==> src/ext_pin_int_defs.vh <==
// constants for the external pin interrupt detector: register map,
// field positions, reset values and bus widths.
// assumes inclusion by bare name; the guard makes repeated inclusion safe.
`ifndef EXT_PIN_INT_DEFS_VH
`define EXT_PIN_INT_DEFS_VH

// bus widths
`define EPI_ADDR_W 4
`define EPI_DATA_W 8

// register offsets on the plain register port
`define EPI_OFS_CTRL 4'h0
`define EPI_OFS_STATUS 4'h1
`define EPI_OFS_MASK 4'h2
`define EPI_OFS_PIN 4'h3

// control/status register field positions
`define EPI_BIT_PDD 6
`define EPI_BIT_EDG 5
`define EPI_BIT_PE 4
`define EPI_BIT_FLAG 3
`define EPI_BIT_ACK 2
`define EPI_BIT_IE 1
`define EPI_BIT_MOD 0

// event status / mask field positions
`define EPI_EV_DETECT 0
`define EPI_EV_ACK_REFUSED 1
`define EPI_EV_W 2

// pin readback field positions
`define EPI_PIN_LEVEL 0
`define EPI_PIN_ASSERTED 1

// reset values
`define EPI_RST_BIT 1'b0
`define EPI_RST_EV 2'h0
`define EPI_RST_DATA 8'h00

`endif

==> src/pin_sync3.v <==
// three-stage synchroniser for one asynchronous pin with agreement filter.
// assumes the pin is asynchronous to core_clk; the filtered level only
// changes once the second and third stages agree.
`include "ext_pin_int_defs.vh"
`default_nettype none

module pin_sync3 (
    // clock and reset
    input wire core_clk,
    input wire rst_b,
    // raw pin
    input wire pin_raw,
    // filtered level in the core_clk domain
    output reg pin_level_ff
);

    reg meta_ff;
    reg sync2_ff;
    reg sync3_ff;

    // first stage is read only by the second, to keep metastability contained
    always @(posedge core_clk or negedge rst_b) begin
        if (!rst_b) begin
            meta_ff <= `EPI_RST_BIT;
            sync2_ff <= `EPI_RST_BIT;
            sync3_ff <= `EPI_RST_BIT;
        end else begin
            meta_ff <= pin_raw;
            sync2_ff <= meta_ff;
            sync3_ff <= sync2_ff;
        end
    end

    // a change counts only when two settled stages agree
    always @(posedge core_clk or negedge rst_b) begin
        if (!rst_b) begin
            pin_level_ff <= `EPI_RST_BIT;
        end else if (sync2_ff == sync3_ff) begin
            pin_level_ff <= sync3_ff;
        end
    end

endmodule // pin_sync3

`default_nettype wire

==> src/ext_pin_int.v <==
// external pin interrupt detector: one dedicated request pin, an 8-bit
// control/status register, event status/mask registers and pull control.
// assumes a single-cycle register port (read data one cycle after the read
// strobe) and an asynchronous request pin driven by an outside device.
//
// The implementer's own choices: the address-and-strobe port and the register offsets.
`include "ext_pin_int_defs.vh"
`default_nettype none

module ext_pin_int (
    // clock and reset
    input wire core_clk,
    input wire rst_b,

    // register port
    input wire [`EPI_ADDR_W-1:0] reg_addr,
    input wire [`EPI_DATA_W-1:0] reg_wr_data,
    input wire reg_wr_en,
    input wire reg_rd_en,
    output reg [`EPI_DATA_W-1:0] reg_rd_data_ff,

    // external request pin
    input wire irq_pin_in,

    // pull device controls for the pin pad
    output reg pull_up_en_ff,
    output reg pull_down_en_ff,

    // interrupt outputs
    output reg core_irq_req_ff,
    output reg event_irq_ff
);

    //------------------------------------------------------------------
    // functions
    //------------------------------------------------------------------

    // true when a level matches the selected sense (0 = low, 1 = high)
    function pin_active;
        input level;
        input polarity;
        begin
            pin_active = polarity ? level : ~level;
        end
    endfunction

    // address match for a strobe
    function reg_hit;
        input strobe;
        input [`EPI_ADDR_W-1:0] addr;
        input [`EPI_ADDR_W-1:0] offset;
        begin
            reg_hit = strobe & (addr == offset);
        end
    endfunction

    //------------------------------------------------------------------
    // state
    //------------------------------------------------------------------

    // control fields
    reg pull_device_disable_ff;
    reg edge_polarity_select_ff;
    reg pin_function_enable_ff;
    reg pin_event_flag_ff;
    reg pin_interrupt_enable_ff;
    reg detect_mode_select_ff;

    // event status and mask
    reg [`EPI_EV_W-1:0] event_status_ff;
    reg [`EPI_EV_W-1:0] event_mask_ff;

    // previous synchronised pin level for edge detection
    reg prev_level_ff;

    // next values
    reg nxt_pull_device_disable;
    reg nxt_edge_polarity_select;
    reg nxt_pin_function_enable;
    reg nxt_pin_event_flag;
    reg nxt_pin_interrupt_enable;
    reg nxt_detect_mode_select;
    reg [`EPI_EV_W-1:0] nxt_event_status;
    reg [`EPI_EV_W-1:0] nxt_event_mask;
    reg [`EPI_DATA_W-1:0] nxt_rd_data;

    // synchronised pin level
    wire pin_level;

    //------------------------------------------------------------------
    // pin synchroniser
    //------------------------------------------------------------------

    // pin is asynchronous; three stages with agreement filter glitches
    pin_sync3 u_pin_sync3 (
        .core_clk(core_clk),
        .rst_b(rst_b),
        .pin_raw(irq_pin_in),
        .pin_level_ff(pin_level)
    );

    // keep last sample so edges are a compare of consecutive samples
    always @(posedge core_clk or negedge rst_b) begin
        if (!rst_b) begin
            prev_level_ff <= `EPI_RST_BIT;
        end else begin
            prev_level_ff <= pin_level;
        end
    end

    //------------------------------------------------------------------
    // register decode
    //------------------------------------------------------------------

    wire wr_ctrl;
    wire wr_status;
    wire wr_mask;
    wire ack_write;

    assign wr_ctrl = reg_hit(reg_wr_en, reg_addr, `EPI_OFS_CTRL);
    assign wr_status = reg_hit(reg_wr_en, reg_addr, `EPI_OFS_STATUS);
    assign wr_mask = reg_hit(reg_wr_en, reg_addr, `EPI_OFS_MASK);
    // acknowledge is a write of one; a zero in that bit does nothing
    assign ack_write = wr_ctrl & reg_wr_data[`EPI_BIT_ACK];

    //------------------------------------------------------------------
    // event detection
    //------------------------------------------------------------------

    wire level_now;
    wire level_before;
    wire edge_event;
    wire level_event;
    wire set_flag;

    // settings in force this cycle; a write takes effect next cycle
    assign level_now = pin_active(pin_level, edge_polarity_select_ff);
    assign level_before = pin_active(prev_level_ff, edge_polarity_select_ff);

    // edge: sample went from inactive to active with the pin enabled
    // a pulse shorter than the filter window can be missed entirely
    assign edge_event = pin_function_enable_ff & level_now & ~level_before;

    // level: active level keeps asserting while level mode is on
    assign level_event = pin_function_enable_ff & detect_mode_select_ff
        & level_now;

    assign set_flag = edge_event | level_event;

    //------------------------------------------------------------------
    // control register next values
    //------------------------------------------------------------------

    // read/write control bits load from a control write
    always @* begin
        nxt_pull_device_disable = pull_device_disable_ff;
        nxt_edge_polarity_select = edge_polarity_select_ff;
        nxt_pin_function_enable = pin_function_enable_ff;
        nxt_pin_interrupt_enable = pin_interrupt_enable_ff;
        nxt_detect_mode_select = detect_mode_select_ff;
        if (wr_ctrl) begin
            nxt_pull_device_disable = reg_wr_data[`EPI_BIT_PDD];
            nxt_edge_polarity_select = reg_wr_data[`EPI_BIT_EDG];
            nxt_pin_function_enable = reg_wr_data[`EPI_BIT_PE];
            nxt_pin_interrupt_enable = reg_wr_data[`EPI_BIT_IE];
            nxt_detect_mode_select = reg_wr_data[`EPI_BIT_MOD];
        end
    end

    // flag: set wins over acknowledge, which also keeps it set while a
    // level-mode pin is held asserted, since the level sets it each cycle
    always @* begin
        nxt_pin_event_flag = pin_event_flag_ff;
        if (ack_write) begin
            nxt_pin_event_flag = 1'b0;
        end
        if (set_flag) begin
            nxt_pin_event_flag = 1'b1;
        end
    end

    //------------------------------------------------------------------
    // event status and mask next values
    //------------------------------------------------------------------

    // sticky events, cleared by writing one; a new event beats the clear
    always @* begin
        nxt_event_status = event_status_ff;
        if (wr_status) begin
            nxt_event_status = event_status_ff & ~reg_wr_data[`EPI_EV_W-1:0];
        end
        if (set_flag) begin
            nxt_event_status[`EPI_EV_DETECT] = 1'b1;
        end
        // acknowledge thrown away because the pin still holds its level
        if (ack_write & level_event) begin
            nxt_event_status[`EPI_EV_ACK_REFUSED] = 1'b1;
        end
    end

    // mask has the same layout as the status register
    always @* begin
        nxt_event_mask = event_mask_ff;
        if (wr_mask) begin
            nxt_event_mask = reg_wr_data[`EPI_EV_W-1:0];
        end
    end

    //------------------------------------------------------------------
    // control register flops
    //------------------------------------------------------------------

    // everything clears at reset: pin disabled, edge-only, falling sense
    // flag survives a pin disable so software can still poll it
    always @(posedge core_clk or negedge rst_b) begin
        if (!rst_b) begin
            pull_device_disable_ff <= `EPI_RST_BIT;
            edge_polarity_select_ff <= `EPI_RST_BIT;
            pin_function_enable_ff <= `EPI_RST_BIT;
            pin_event_flag_ff <= `EPI_RST_BIT;
            pin_interrupt_enable_ff <= `EPI_RST_BIT;
            detect_mode_select_ff <= `EPI_RST_BIT;
        end else begin
            pull_device_disable_ff <= nxt_pull_device_disable;
            edge_polarity_select_ff <= nxt_edge_polarity_select;
            pin_function_enable_ff <= nxt_pin_function_enable;
            pin_event_flag_ff <= nxt_pin_event_flag;
            pin_interrupt_enable_ff <= nxt_pin_interrupt_enable;
            detect_mode_select_ff <= nxt_detect_mode_select;
        end
    end

    // status and mask flops
    always @(posedge core_clk or negedge rst_b) begin
        if (!rst_b) begin
            event_status_ff <= `EPI_RST_EV;
            event_mask_ff <= `EPI_RST_EV;
        end else begin
            event_status_ff <= nxt_event_status;
            event_mask_ff <= nxt_event_mask;
        end
    end

    //------------------------------------------------------------------
    // pull device control
    //------------------------------------------------------------------

    // computed from next values so the pad follows a write with no lag
    // beyond the output flop itself
    always @(posedge core_clk or negedge rst_b) begin
        if (!rst_b) begin
            pull_up_en_ff <= `EPI_RST_BIT;
            pull_down_en_ff <= `EPI_RST_BIT;
        end else begin
            pull_up_en_ff <= nxt_pin_function_enable & ~nxt_pull_device_disable
                & ~nxt_edge_polarity_select;
            pull_down_en_ff <= nxt_pin_function_enable & ~nxt_pull_device_disable
                & nxt_edge_polarity_select;
        end
    end

    //------------------------------------------------------------------
    // interrupt outputs
    //------------------------------------------------------------------

    // core request follows the flag level; polling works with enable off
    always @(posedge core_clk or negedge rst_b) begin
        if (!rst_b) begin
            core_irq_req_ff <= `EPI_RST_BIT;
        end else begin
            core_irq_req_ff <= nxt_pin_event_flag & nxt_pin_interrupt_enable;
        end
    end

    // summary interrupt: any unmasked sticky event
    always @(posedge core_clk or negedge rst_b) begin
        if (!rst_b) begin
            event_irq_ff <= `EPI_RST_BIT;
        end else begin
            event_irq_ff <= |(nxt_event_status & nxt_event_mask);
        end
    end

    //------------------------------------------------------------------
    // read data
    //------------------------------------------------------------------

    // read mux; acknowledge and bit 7 always read zero, unmapped reads zero
    // pin readback shows the filtered level, not the raw pad
    always @* begin
        nxt_rd_data = `EPI_RST_DATA;
        case (reg_addr)
            `EPI_OFS_CTRL: begin
                nxt_rd_data[`EPI_BIT_PDD] = pull_device_disable_ff;
                nxt_rd_data[`EPI_BIT_EDG] = edge_polarity_select_ff;
                nxt_rd_data[`EPI_BIT_PE] = pin_function_enable_ff;
                nxt_rd_data[`EPI_BIT_FLAG] = pin_event_flag_ff;
                nxt_rd_data[`EPI_BIT_ACK] = 1'b0;
                nxt_rd_data[`EPI_BIT_IE] = pin_interrupt_enable_ff;
                nxt_rd_data[`EPI_BIT_MOD] = detect_mode_select_ff;
            end
            `EPI_OFS_STATUS: begin
                nxt_rd_data[`EPI_EV_W-1:0] = event_status_ff;
            end
            `EPI_OFS_MASK: begin
                nxt_rd_data[`EPI_EV_W-1:0] = event_mask_ff;
            end
            `EPI_OFS_PIN: begin
                nxt_rd_data[`EPI_PIN_LEVEL] = pin_level;
                nxt_rd_data[`EPI_PIN_ASSERTED] = level_now;
            end
            default: begin
                nxt_rd_data = `EPI_RST_DATA;
            end
        endcase
    end

    // read data stand only in the cycle after the strobe, zero otherwise
    always @(posedge core_clk or negedge rst_b) begin
        if (!rst_b) begin
            reg_rd_data_ff <= `EPI_RST_DATA;
        end else if (reg_rd_en) begin
            reg_rd_data_ff <= nxt_rd_data;
        end else begin
            reg_rd_data_ff <= `EPI_RST_DATA;
        end
    end

endmodule // ext_pin_int

`default_nettype wire

==> config.mk <==
export PLATFORM = sky130hd
export DESIGN_NAME = ext_pin_int
export DESIGN_NICKNAME = d
export VERILOG_FILES = /design/src/pin_sync3.v /design/src/ext_pin_int.v
export VERILOG_INCLUDE_DIRS = /design/src
export SDC_FILE = /design/constraint.sdc
export NUM_CORES = 1
export LEC_CHECK = 0
export BUFFER_PORTS_ARGS = -buffer_cell sky130_fd_sc_hd__buf_2
export CORE_UTILIZATION = 53
export CTS_CLUSTER_DIAMETER = 200
export CTS_CLUSTER_SIZE = 14
export DETAILED_ROUTE_END_ITERATION = 8
export PLACE_DENSITY = 0.92
export SLEW_MARGIN = 20
export SYNTH_ARGS = -nofsm -noshare
export SYNTH_HDL_FRONTEND = slang
export SYNTH_SLANG_ARGS = --single-unit
==> constraint.sdc <==
create_clock -name core_clk -period 4 [get_ports core_clk]
set_input_delay 0 -clock core_clk [delete_from_list [all_inputs] [get_ports core_clk]]
set_output_delay 0 -clock core_clk [all_outputs]
set_load 0.02 [all_outputs]
==> flow_summary.yaml, run 1 <==
sta:
  worst_slew_pin_slew_ps: 518
  min_period_ps: 1450
  max_freq_mhz: 689
  maxSlewHeadroom: 0.655
  hold_viol: 0
  finClkSkew_ps: 1.33
  fin_hold_ws_ps: 37.5
  timing.final.crit_share: 0.363
  setup-violations-final: 0
  report.final.slew_viol_count: 0
  rsz0062_at_grt: "no"
  tns_ps: 0
power:
  p_leak_nw: 0.648
  power_per_cell_area_nw_per_um2: 426
  irDropWorstVdd_mv: 0.275
synthesis:
  synth.cell_area_um2: 1050
  yosysWarnings: 0
  synth_commonest_cells: "dfrtp_1 (25), nand2_1 (5), and2_1 (4), mux2_2 (4), nor2b_1 (4)"
  ys_types: 33
  synth_flop_cell: "dfrtp_1"
  netlist.area_leader.share: 0.598
  synth_seq_cells: 25
  syn_inst: 77
  synth_largest_area_cell: "dfrtp_1"
  yosys.cell_count.top_type: "dfrtp_1"
  synth_edf_count: 0
  yosysSeqAreaShare: 0.598
  syn_avg_cell_area_um2: 13.6
  yosys-top-cells-area: "dfrtp_1 (60%), mux2_2 (4.3%), mux4_1 (2.5%)"
  async_flop_share: 1.00
floorplan:
  die_area_um2: 2160
  floorplan.initialDensity: 0.587
  coreArea_um2: 1780
  die_w_um: 46.4
  io_pins: 29
  rows: 15
  die_height_um: 46.4
clock_network:
  cts_max_level: 1
  numCtsBuffers: 3
  cts_root_buf: "clkbuf_4"
  cts_tree: "yes"
  insertion_delay_ps: 310
  ctsResizeCount: 0
  cts.sinks: 25
  cts_setup_buffers: 0
  clk_path_buf_depth: 2
  clkTransAtPathRegs_ps: 120
  cts_hold_buf: 9
routing:
  wl_met2_um: 1010
  vias: 742
  drt_iter0_markers: 8
  wl_met3_um: 101
  met1Wirelength_um: 796
  drt_pass1_iterations: 4
  routed_via_density: 5.42
  top_layer_used: "met4"
  drt_wl_total_um: 1940
  wl_per_cell_um: 14.2
  drc: 0
  final_antenna_net_count: 0
grt:
  grt_max_degree: 26
  overflow: 0
  antenna_found_initial: 0
  grt_pass1_vias: 684
  grt_pass1_wl_um: 3150
  track_usage: 0.221
job:
  maxCapViolations: 0
placed_design:
  detailed_place_hpwl_um: 1370
  gp_congestion: 0.748
  numPortBuffers: 24
setup_path:
  rr_worst_depth: 4
  worst_setup_path_end_kind: "flip-flop"
  r2r_start: "u_pin_sync3.pin_level_ff$_DFFE_PN0N_"
  path_max_fanout: 6
  rr_endpoint: "event_irq_ff$_DFF_PN0_"
  arrival_ps: 1660
  cp-start-kind: "flip-flop"
  r2r_slack_ps: 2550
  worstPathRequired_ps: 4210
  worstSetupPathType: "flip-flop to flip-flop"
final_layout:
  syn2layout_area_growth_pct: 24.0
  nets: 130
  n_antenna_cell: 0
  layout-drive-gt1-share: 0.348
min_path:
  hold_path_class: "input pin to flip-flop"
  min_to: "reg_rd_data_ff[1]$_DFF_PN0_"
  holdPathStages: 4
  min_from: "reg_addr[2]"
outcome:
  status: "finished, final reports clean"
state kept, by name, indices dropped and copies added, names as in the netlist:
register,flops
prev_level_ff,1
pin_event_flag_ff,1
pull_up_en_ff,1
u_pin_sync3.sync3_ff,1
core_irq_req_ff,1
pin_function_enable_ff,1
pull_device_disable_ff,1
reg_rd_data_ff,6
event_mask_ff,2
pull_down_en_ff,1
u_pin_sync3.meta_ff,1
event_irq_ff,1
event_status_ff,2
edge_polarity_select_ff,1
pin_interrupt_enable_ff,1
detect_mode_select_ff,1
u_pin_sync3.pin_level_ff,1
u_pin_sync3.sync2_ff,1
worst max-delay path: stages (launching register included):
cell and delay (ps):
dfrtp_1 460, xnor2_1 160, and3_1 200, a31o_2 250
a2bb2o_1 270
how the worst max path moves through the flow:
stage / start / to
after floorplan: u_pin_sync3.pin_level_ff$_DFFE_PN0N_ / event_irq_ff$_DFF_PN0_
after global placement: reg_addr[1] / core_irq_req_ff$_DFF_PN0_
after detailed placement: reg_addr[1] / core_irq_req_ff$_DFF_PN0_
after CTS: u_pin_sync3.pin_level_ff$_DFFE_PN0N_ / event_irq_ff$_DFF_PN0_
after global routing: u_pin_sync3.pin_level_ff$_DFFE_PN0N_ / event_irq_ff$_DFF_PN0_
final: u_pin_sync3.pin_level_ff$_DFFE_PN0N_ / event_irq_ff$_DFF_PN0_
cells in the final DEF (no fill, tap or decap):
cell type      count
o21bai_1           1
buf_2             24
and3_1             2
nand3_1            1
a22oi_1            1
o21ai_1            1
nor2_8             1
nand4b_1           1
or4b_4             1
mux2_2             4
clkbuf_4           3
xnor2_1            1
nor3_1             1
dlygate4sd3_1      9
mux4_2             1
mux2i_1            2
maj3_1             1
a21boi_2           1
a21bo_2            2
mux2_4             1
mux4_1             1
conb_1             2
a21oi_1            1
clkbuf_1           1
nor2b_1            4
a31oi_1            1
a2bb2o_1           1
a31o_2             1
and2_1             4
dfrtp_1           25
inv_1              3
nor4b_1            1
nor2_1             2
nand2_1            5
o22ai_1            1
layer usage:
layer / GRT usage / vias up
li1: - / 339
met1: 0.266 / 367
met2: 0.353 / 30
met3: 0.0745 / 6
met4: 0.106 / 0
met5: 0 / -
where the power goes:
| part | switching (W) | total, W | internal (W) |
|---|---|---|---|
| Clock | 0.0000675 | 0.000107 | 0.0000390 |
| Sequential | 0.0000265 | 0.000318 | 0.000291 |
| Combinational | 0.0000617 | 0.000128 | 0.0000661 |
| Total | 0.000156 | 0.000552 | 0.000396 |
final cells by class:
class,instances,area (um^2)
repair buffers,33,210
clock buffers,4,26.3
flip-flops and latches,25,626
well taps,25,31.3
multi-input cells,47,393
inverters,3,11.3
fillers,116,485
kinds of logic (layout without fill, tap and decap cells):
| logic type | count (synthesis) | count (layout) | synth area share |
|---|---|---|---|
| compound gates | 11 | 11 | 0.0837 |
| simple gates | 23 | 23 | 0.144 |
| mux | 9 | 9 | 0.123 |
| fa+ha+maj | 1 | 1 | 0.00957 |
| other cells | 1 | 2 | 0.00359 |
| xor+xnor | 1 | 1 | 0.00837 |
| buf+inv | 6 | 40 | 0.0299 |
| flops | 25 | 25 | 0.598 |
metrics by stage:
stage / instances / power (W) / util / area, um^2 / worst slack (ps)
final: 137 / 0.000552 / 0.728 / 1300 / 2550
after floorplan: 78 / 0.000400 / - / 1050 / 2680
after CTS: 137 / 0.000552 / 0.728 / 1300 / 2550
after global placement: 124 / 0.000435 / 0.662 / 1180 / 2510
after global routing: 137 / 0.000584 / 0.728 / 1300 / 2520
after detailed placement: 124 / 0.000441 / 0.662 / 1180 / 2500
No activity file was read; power rests on OpenSTA's default activity.
==> run 2: changes to the inputs <==
--- a/config.mk
+++ b/config.mk
@@ -7,11 +7,11 @@
 export NUM_CORES = 1
 export LEC_CHECK = 0
 export BUFFER_PORTS_ARGS = -buffer_cell sky130_fd_sc_hd__buf_2
-export CORE_UTILIZATION = 53
+export CORE_UTILIZATION = 45
 export CTS_CLUSTER_DIAMETER = 200
 export CTS_CLUSTER_SIZE = 14
 export DETAILED_ROUTE_END_ITERATION = 8
-export PLACE_DENSITY = 0.92
+export PLACE_DENSITY = 0.84
 export SLEW_MARGIN = 20
 export SYNTH_ARGS = -nofsm -noshare
 export SYNTH_HDL_FRONTEND = slang
==> constraint.sdc (replaced) <==
create_clock -name core_clk -period 1.2 [get_ports core_clk]
set_input_delay 0 -clock core_clk [delete_from_list [all_inputs] [get_ports core_clk]]
set_output_delay 0 -clock core_clk [all_outputs]
set_load 0.02 [all_outputs]
==> run 2 against run 1 <==
Compared with the run above: the flow now finishes with violations (negative setup slack); clock skew increased by 3.9 ps; cell area is 9.8% higher; count of clock-buffer cells in the layout did not move; flip-flop and latch count is the same; routed wire length rose by 18%; critical endpoint unchanged; largest cell class unchanged; highest routed layer unchanged.
==> flow_summary.yaml, run 2 (synthesized netlist as in run 1, its figures left out) <==
setup_path:
  crit_chain: "xnor2_2, and3_1, a31o_2, a2bb2o_4"
  rr_endpoint: "event_irq_ff$_DFF_PN0_"
  cpMaxStageDelayCell: "dfrtp_1"
  worstSetupPathType: "flip-flop to flip-flop"
  path_max_fanout: 3
  worst_setup_path_end_kind: "flip-flop"
  worstPathRequired_ps: 1420
  arrival_ps: 1590
  cp-start-kind: "flip-flop"
  critPathMaxStageDelay_ps: 460
  r2r_start: "edge_polarity_select_ff$_DFF_PN0_"
  r2r_slack_ps: -170
  rr_worst_depth: 4
final_layout:
  layout-drive-gt1-share: 0.455
  final_util: 0.650
  max_flop_register: "reg_rd_data_ff"
  mostFrequentLayoutCells: "dfrtp_1 (24), buf_2 (24), dlygate4sd3_1 (9), buf_4 (9), nand2_1 (5)"
  fin_area_um2: 1430
  syn2layout_area_growth_pct: 36.2
  nets: 141
  largest_reg_flops: 6
  n_antenna_cell: 0
  reg_top3: "reg_rd_data_ff x6, event_mask_ff x2, event_status_ff x2"
clock_network:
  cts.sinks: 25
  clk_path_buf_depth: 2
  cts_max_level: 1
  insertion_delay_ps: 310
  cts_tree: "yes"
  numCtsBuffers: 3
  clkTransAtPathRegs_ps: 130
  cts_root_buf: "clkbuf_4"
sta:
  fin_ws_ps: -168
  worst_slew_pin_slew_ps: 553
  rsz0062_at_grt: "yes"
  min_period_ps: 1370
  hold_viol: 0
  maxSlewHeadroom: 0.632
  report.final.slew_viol_count: 0
  finClkSkew_ps: 5.26
  timing.final.crit_share: 1.14
  setup-violations-final: 3
  max_freq_mhz: 731
floorplan:
  rows: 17
  die_w_um: 50.2
  die_height_um: 50.2
  die_area_um2: 2520
  coreArea_um2: 2190
  floorplan.initialDensity: 0.477
  io_pins: 29
placed_design:
  numPortBuffers: 24
  pre_cts_ws_ps: -253
  gp_congestion: 0.887
  dpl_cell_area_um2: 1260
  detailed_place_hpwl_um: 1570
grt:
  grt_max_degree: 26
  track_usage: 0.202
  grt_pass1_vias: 786
  antenna_found_initial: 0
  grt_pass1_wl_um: 3710
  overflow: 0
power:
  irDropWorstVdd_mv: 0.992
  finalPower_w: 0.00198
  p_leak_nw: 0.707
  power_per_cell_area_nw_per_um2: 1390
routing:
  wl_per_cell_um: 15.2
  drt_iter0_markers: 4
  drt_wl_total_um: 2300
  final_antenna_net_count: 0
  routed_via_density: 5.11
  vias: 771
  drc: 0
  drt_pass1_iterations: 4
min_path:
  hold_path_class: "input pin to flip-flop"
  min_to: "event_status_ff[0]$_DFF_PN0_"
  min_from: "reg_addr[0]"
  holdPathStages: 4
outcome:
  violations: "negative setup slack"
  status: "finished with violations"
job:
  maxCapViolations: 0
run 2: timing repair:
action | CTS | global route
hold endpoints to repair | 39 | 0
hold buffers | 9 | 0
setup buffers | 2 | 1
gates resized for setup | 6 | 1
endpoints found under the setup margin | 3 | 7
pin swaps | 5 | 3
run 2: cell type report:
type | instances | area [um^2]
Clock buffer | 4 | 26.3
Timing Repair Buffer | 44 | 309
Fill cell | 162 | 766
Inverter | 3 | 11.3
Sequential cell | 25 | 627
Tap cell | 28 | 35.0
Multi-Input combinational cell | 47 | 417
run 2: worst max-delay path, delay by kind of cell, from the launching register on:
| kind | cells | cell delay (ps) |
|---|---|---|
| AND/OR/NAND/NOR | 1 | 180 |
| flip-flops | 1 | 460 |
| AO/OA/AOI/OAI | 2 | 470 |
| XOR/XNOR | 1 | 160 |
run 2: power breakdown:
group | internal (W) | switching [W] | total (W)
Combinational | 0.000296 | 0.000248 | 0.000543
Clock | 0.000130 | 0.000244 | 0.000374
Sequential | 0.000971 | 0.0000911 | 0.00106
run 2: worst max path at each step:
stage / from / endpoint / slack (ps)
global placement: reg_addr[1] / event_irq_ff$_DFF_PN0_ / -210
finish: edge_polarity_select_ff$_DFF_PN0_ / event_irq_ff$_DFF_PN0_ / -170
global route: edge_polarity_select_ff$_DFF_PN0_ / event_irq_ff$_DFF_PN0_ / -190
detailed placement: reg_addr[1] / event_irq_ff$_DFF_PN0_ / -250
CTS: edge_polarity_select_ff$_DFF_PN0_ / event_irq_ff$_DFF_PN0_ / -150
floorplan: reg_addr[1] / core_irq_req_ff$_DFF_PN0_ / -100
run 2: routing by layer:
metal,share of wire,track usage,wire (um),up-vias
li1,-,-,-,361
met1,0.41,0.237,952,391
met2,0.55,0.362,1270,17
met3,0.028,0.0242,65,2
met4,0.0052,0.0952,12,0
met5,0,0,0,-
run 2: stage by stage:
| stage | std cells | setup TNS (ps) | hold WS, ps |
|---|---|---|---|
| 2_1_floorplan | 78 | -223 | -296 |
| 6_report | 151 | -394 | 88.1 |
| 5_1_grt | 151 | -476 | 98.6 |
| 3_3_place_gp | 135 | -1430 | 1.25 |
| 3_5_place_dp | 135 | -1750 | 17.3 |
| 4_1_cts | 150 | -394 | 67.0 |
==> run 3: changes to the inputs <==
--- a/config.mk
+++ b/config.mk
@@ -6,7 +6,7 @@
 export SDC_FILE = /design/constraint.sdc
 export NUM_CORES = 1
 export LEC_CHECK = 0
-export BUFFER_PORTS_ARGS = -buffer_cell sky130_fd_sc_hd__buf_2
+export BUFFER_PORTS_ARGS = -buffer_cell sky130_fd_sc_hd__buf_4
 export CORE_UTILIZATION = 45
 export CTS_CLUSTER_DIAMETER = 200
 export CTS_CLUSTER_SIZE = 14
==> run 3 against run 2 <==
Compared with the run above: count of clock-buffer cells in the layout unchanged; clock power decreased by 2%; first-iteration DRC count increased by 75%; die area unchanged; fmax increased by 0.37%; flip-flop and latch count unchanged; register-to-register slack about the same; cell area increased by 0.88%; critical path depth decreased by 1; worst setup slack improved by 5.0 ps; combinational power decreased by 2%; the run still ends with negative setup slack left; critical endpoint is now reg_rd_data_ff[1]$_DFF_PN0_; sequential power about the same.
==> flow_summary.yaml, run 3 (synthesized netlist as in run 1, its figures left out) <==
sta:
  setup-violations-final: 3
  rsz0062_at_grt: "yes"
  timing.final.crit_share: 1.14
  hold_viol: 0
  min_period_ps: 1360
  fin_hold_ws_ps: 61.7
  max_freq_mhz: 734
  fin_ws_ps: -163
  report.final.slew_viol_count: 0
  tns_ps: -319
  finClkSkew_ps: 7.48
power:
  internal_power_w: 0.00141
  power_per_cell_area_nw_per_um2: 1360
  swShare: 0.283
  p_leak_nw: 0.687
  clock_power_share: 0.186
  power.sequential.fraction: 0.544
  p_switching_w: 0.000555
  power_frac_comb: 0.270
  irDropWorstVdd_mv: 0.755
setup_path:
  arrival_ps: 1580
  r2r_slack_ps: -160
  worstSetupPathType: "flip-flop to flip-flop"
  r2r_start: "edge_polarity_select_ff$_DFF_PN0_"
  path_max_fanout: 5
  worst_setup_path_end_kind: "flip-flop"
  critPathBufInv: 0
  rr_worst_depth: 3
  worstPathRequired_ps: 1420
  crit_chain: "xnor2_2, mux4_2, nor2b_4"
  cpMaxStageDelayCell: "mux4_2"
  cp-start-kind: "flip-flop"
  rr_endpoint: "reg_rd_data_ff[1]$_DFF_PN0_"
  critPathMaxStageDelay_ps: 490
  cp_top_family: "multiplexers"
final_layout:
  reg_top3: "reg_rd_data_ff x6, event_mask_ff x2, event_status_ff x2"
  n_antenna_cell: 0
  max_flop_register: "reg_rd_data_ff"
  largest_reg_flops: 6
  mostFrequentLayoutCells: "buf_4 (27), dfrtp_1 (23), dlygate4sd3_1 (9), nand2_1 (5)"
  stdcell_count: 144
  layout-drive-gt1-share: 0.440
  syn2layout_area_growth_pct: 37.4
  mostFrequentLayoutCell: "buf_4"
  nets: 134
floorplan:
  rows: 17
  io_pins: 29
  coreArea_um2: 2190
  die_height_um: 50.2
  floorplan.initialDensity: 0.477
  die_area_um2: 2520
  die_w_um: 50.2
clock_network:
  clk_path_buf_depth: 2
  cts_root_buf: "clkbuf_4"
  insertion_delay_ps: 320
  cts.sinks: 25
  clkTransAtPathRegs_ps: 130
  cts_tree: "yes"
  cts_setup_buffers: 0
  cts_max_level: 1
  numCtsBuffers: 3
grt:
  overflow: 0
  grt_pass1_vias: 732
  track_usage: 0.183
  antenna_found_initial: 0
  grt_max_degree: 26
  grt_pass1_wl_um: 3320
placed_design:
  pre_cts_ws_ps: -222
  numPortBuffers: 24
  gp_congestion: 0.887
  post-place-cells: 131
  detailed_place_hpwl_um: 1530
routing:
  drt_wl_total_um: 2080
  final_antenna_net_count: 0
  drt_iter0_markers: 7
  drt_pass1_iterations: 4
  routed_via_density: 5.10
  vias: 734
  drc: 0
  wl_per_cell_um: 14.4
job:
  maxCapViolations: 0
min_path:
  min_to: "event_status_ff[0]$_DFF_PN0_"
  holdPathStages: 5
  min_from: "reg_addr[1]"
  hold_path_class: "input pin to flip-flop"
outcome:
  status: "finished with violations"
  violations: "negative setup slack"
## run 3: cell types whose count changed in the layout (fill, tap and decap cells not counted)
cell,change
dfrtp_2,+1
nor2b_4,+1
buf_2,-24
nor2b_1,-1
dfrtp_1,-1
buf_6,-1
buf_4,+18
## run 3: power by group through the flow
stage | clock, W | combinational (W) | sequential, W
finish | 0.000365 | 0.000530 | 0.00107
global route | 0.000416 | 0.000567 | 0.00108
CTS | 0.000381 | 0.000516 | 0.00106
detailed placement | 0 | 0.000458 | 0.00107
global placement | 0 | 0.000447 | 0.00107
floorplan | 0 | 0.000242 | 0.00110
## run 3: cell type report
cell class,count,area (um^2)
clock buffer,4,26.3
fill,153,753
inverter,3,11.3
multi-input combinational,47,424
sequential,25,628
tap,28,35.0
timing repair buffer,37,313
## run 3: metal layers
metal / up-vias / track usage / wire (um)
li1: 342 / - / -
met1: 363 / 0.208 / 874
met2: 22 / 0.322 / 1070
met3: 7 / 0.0212 / 60
met4: 0 / 0.114 / 68
met5: - / 0 / 0
## run 3: metrics by stage
step,util,instance area [um^2],total power (W)
after global placement,0.588,1290,0.00151
after detailed placement,0.588,1290,0.00153
after global routing,0.656,1440,0.00207
after CTS,0.648,1420,0.00196
final,0.656,1440,0.00196
after floorplan,-,1050,0.00134
## run 3: repair_timing
item | CTS | global route
endpoints found under the hold margin | 39 | 0
pin swaps | 5 | 0
hold buffers | 9 | 0
endpoints found under the setup margin | 3 | 4
resized for setup | 5 | 4
## run 3: worst max path at each step
stage | from | end | slack [ps] | depth (start not counted)
6_report | edge_polarity_select_ff$_DFF_PN0_ | reg_rd_data_ff[1]$_DFF_PN0_ | -160 | 3
5_1_grt | u_pin_sync3.pin_level_ff$_DFFE_PN0N_ | event_irq_ff$_DFF_PN0_ | -180 | 4
4_1_cts | edge_polarity_select_ff$_DFF_PN0_ | event_irq_ff$_DFF_PN0_ | -140 | 4
3_5_place_dp | reg_addr[1] | core_irq_req_ff$_DFF_PN0_ | -220 | 5
3_3_place_gp | reg_addr[1] | core_irq_req_ff$_DFF_PN0_ | -200 | 5
2_1_floorplan | reg_addr[1] | core_irq_req_ff$_DFF_PN0_ | -100 | 4
## run 3: tightest hold or removal path, cell delays in order
cell and delay, ps:
buf_4 90, nor4b_1 50, nand3_1 90, a22oi_2 70, inv_1 50
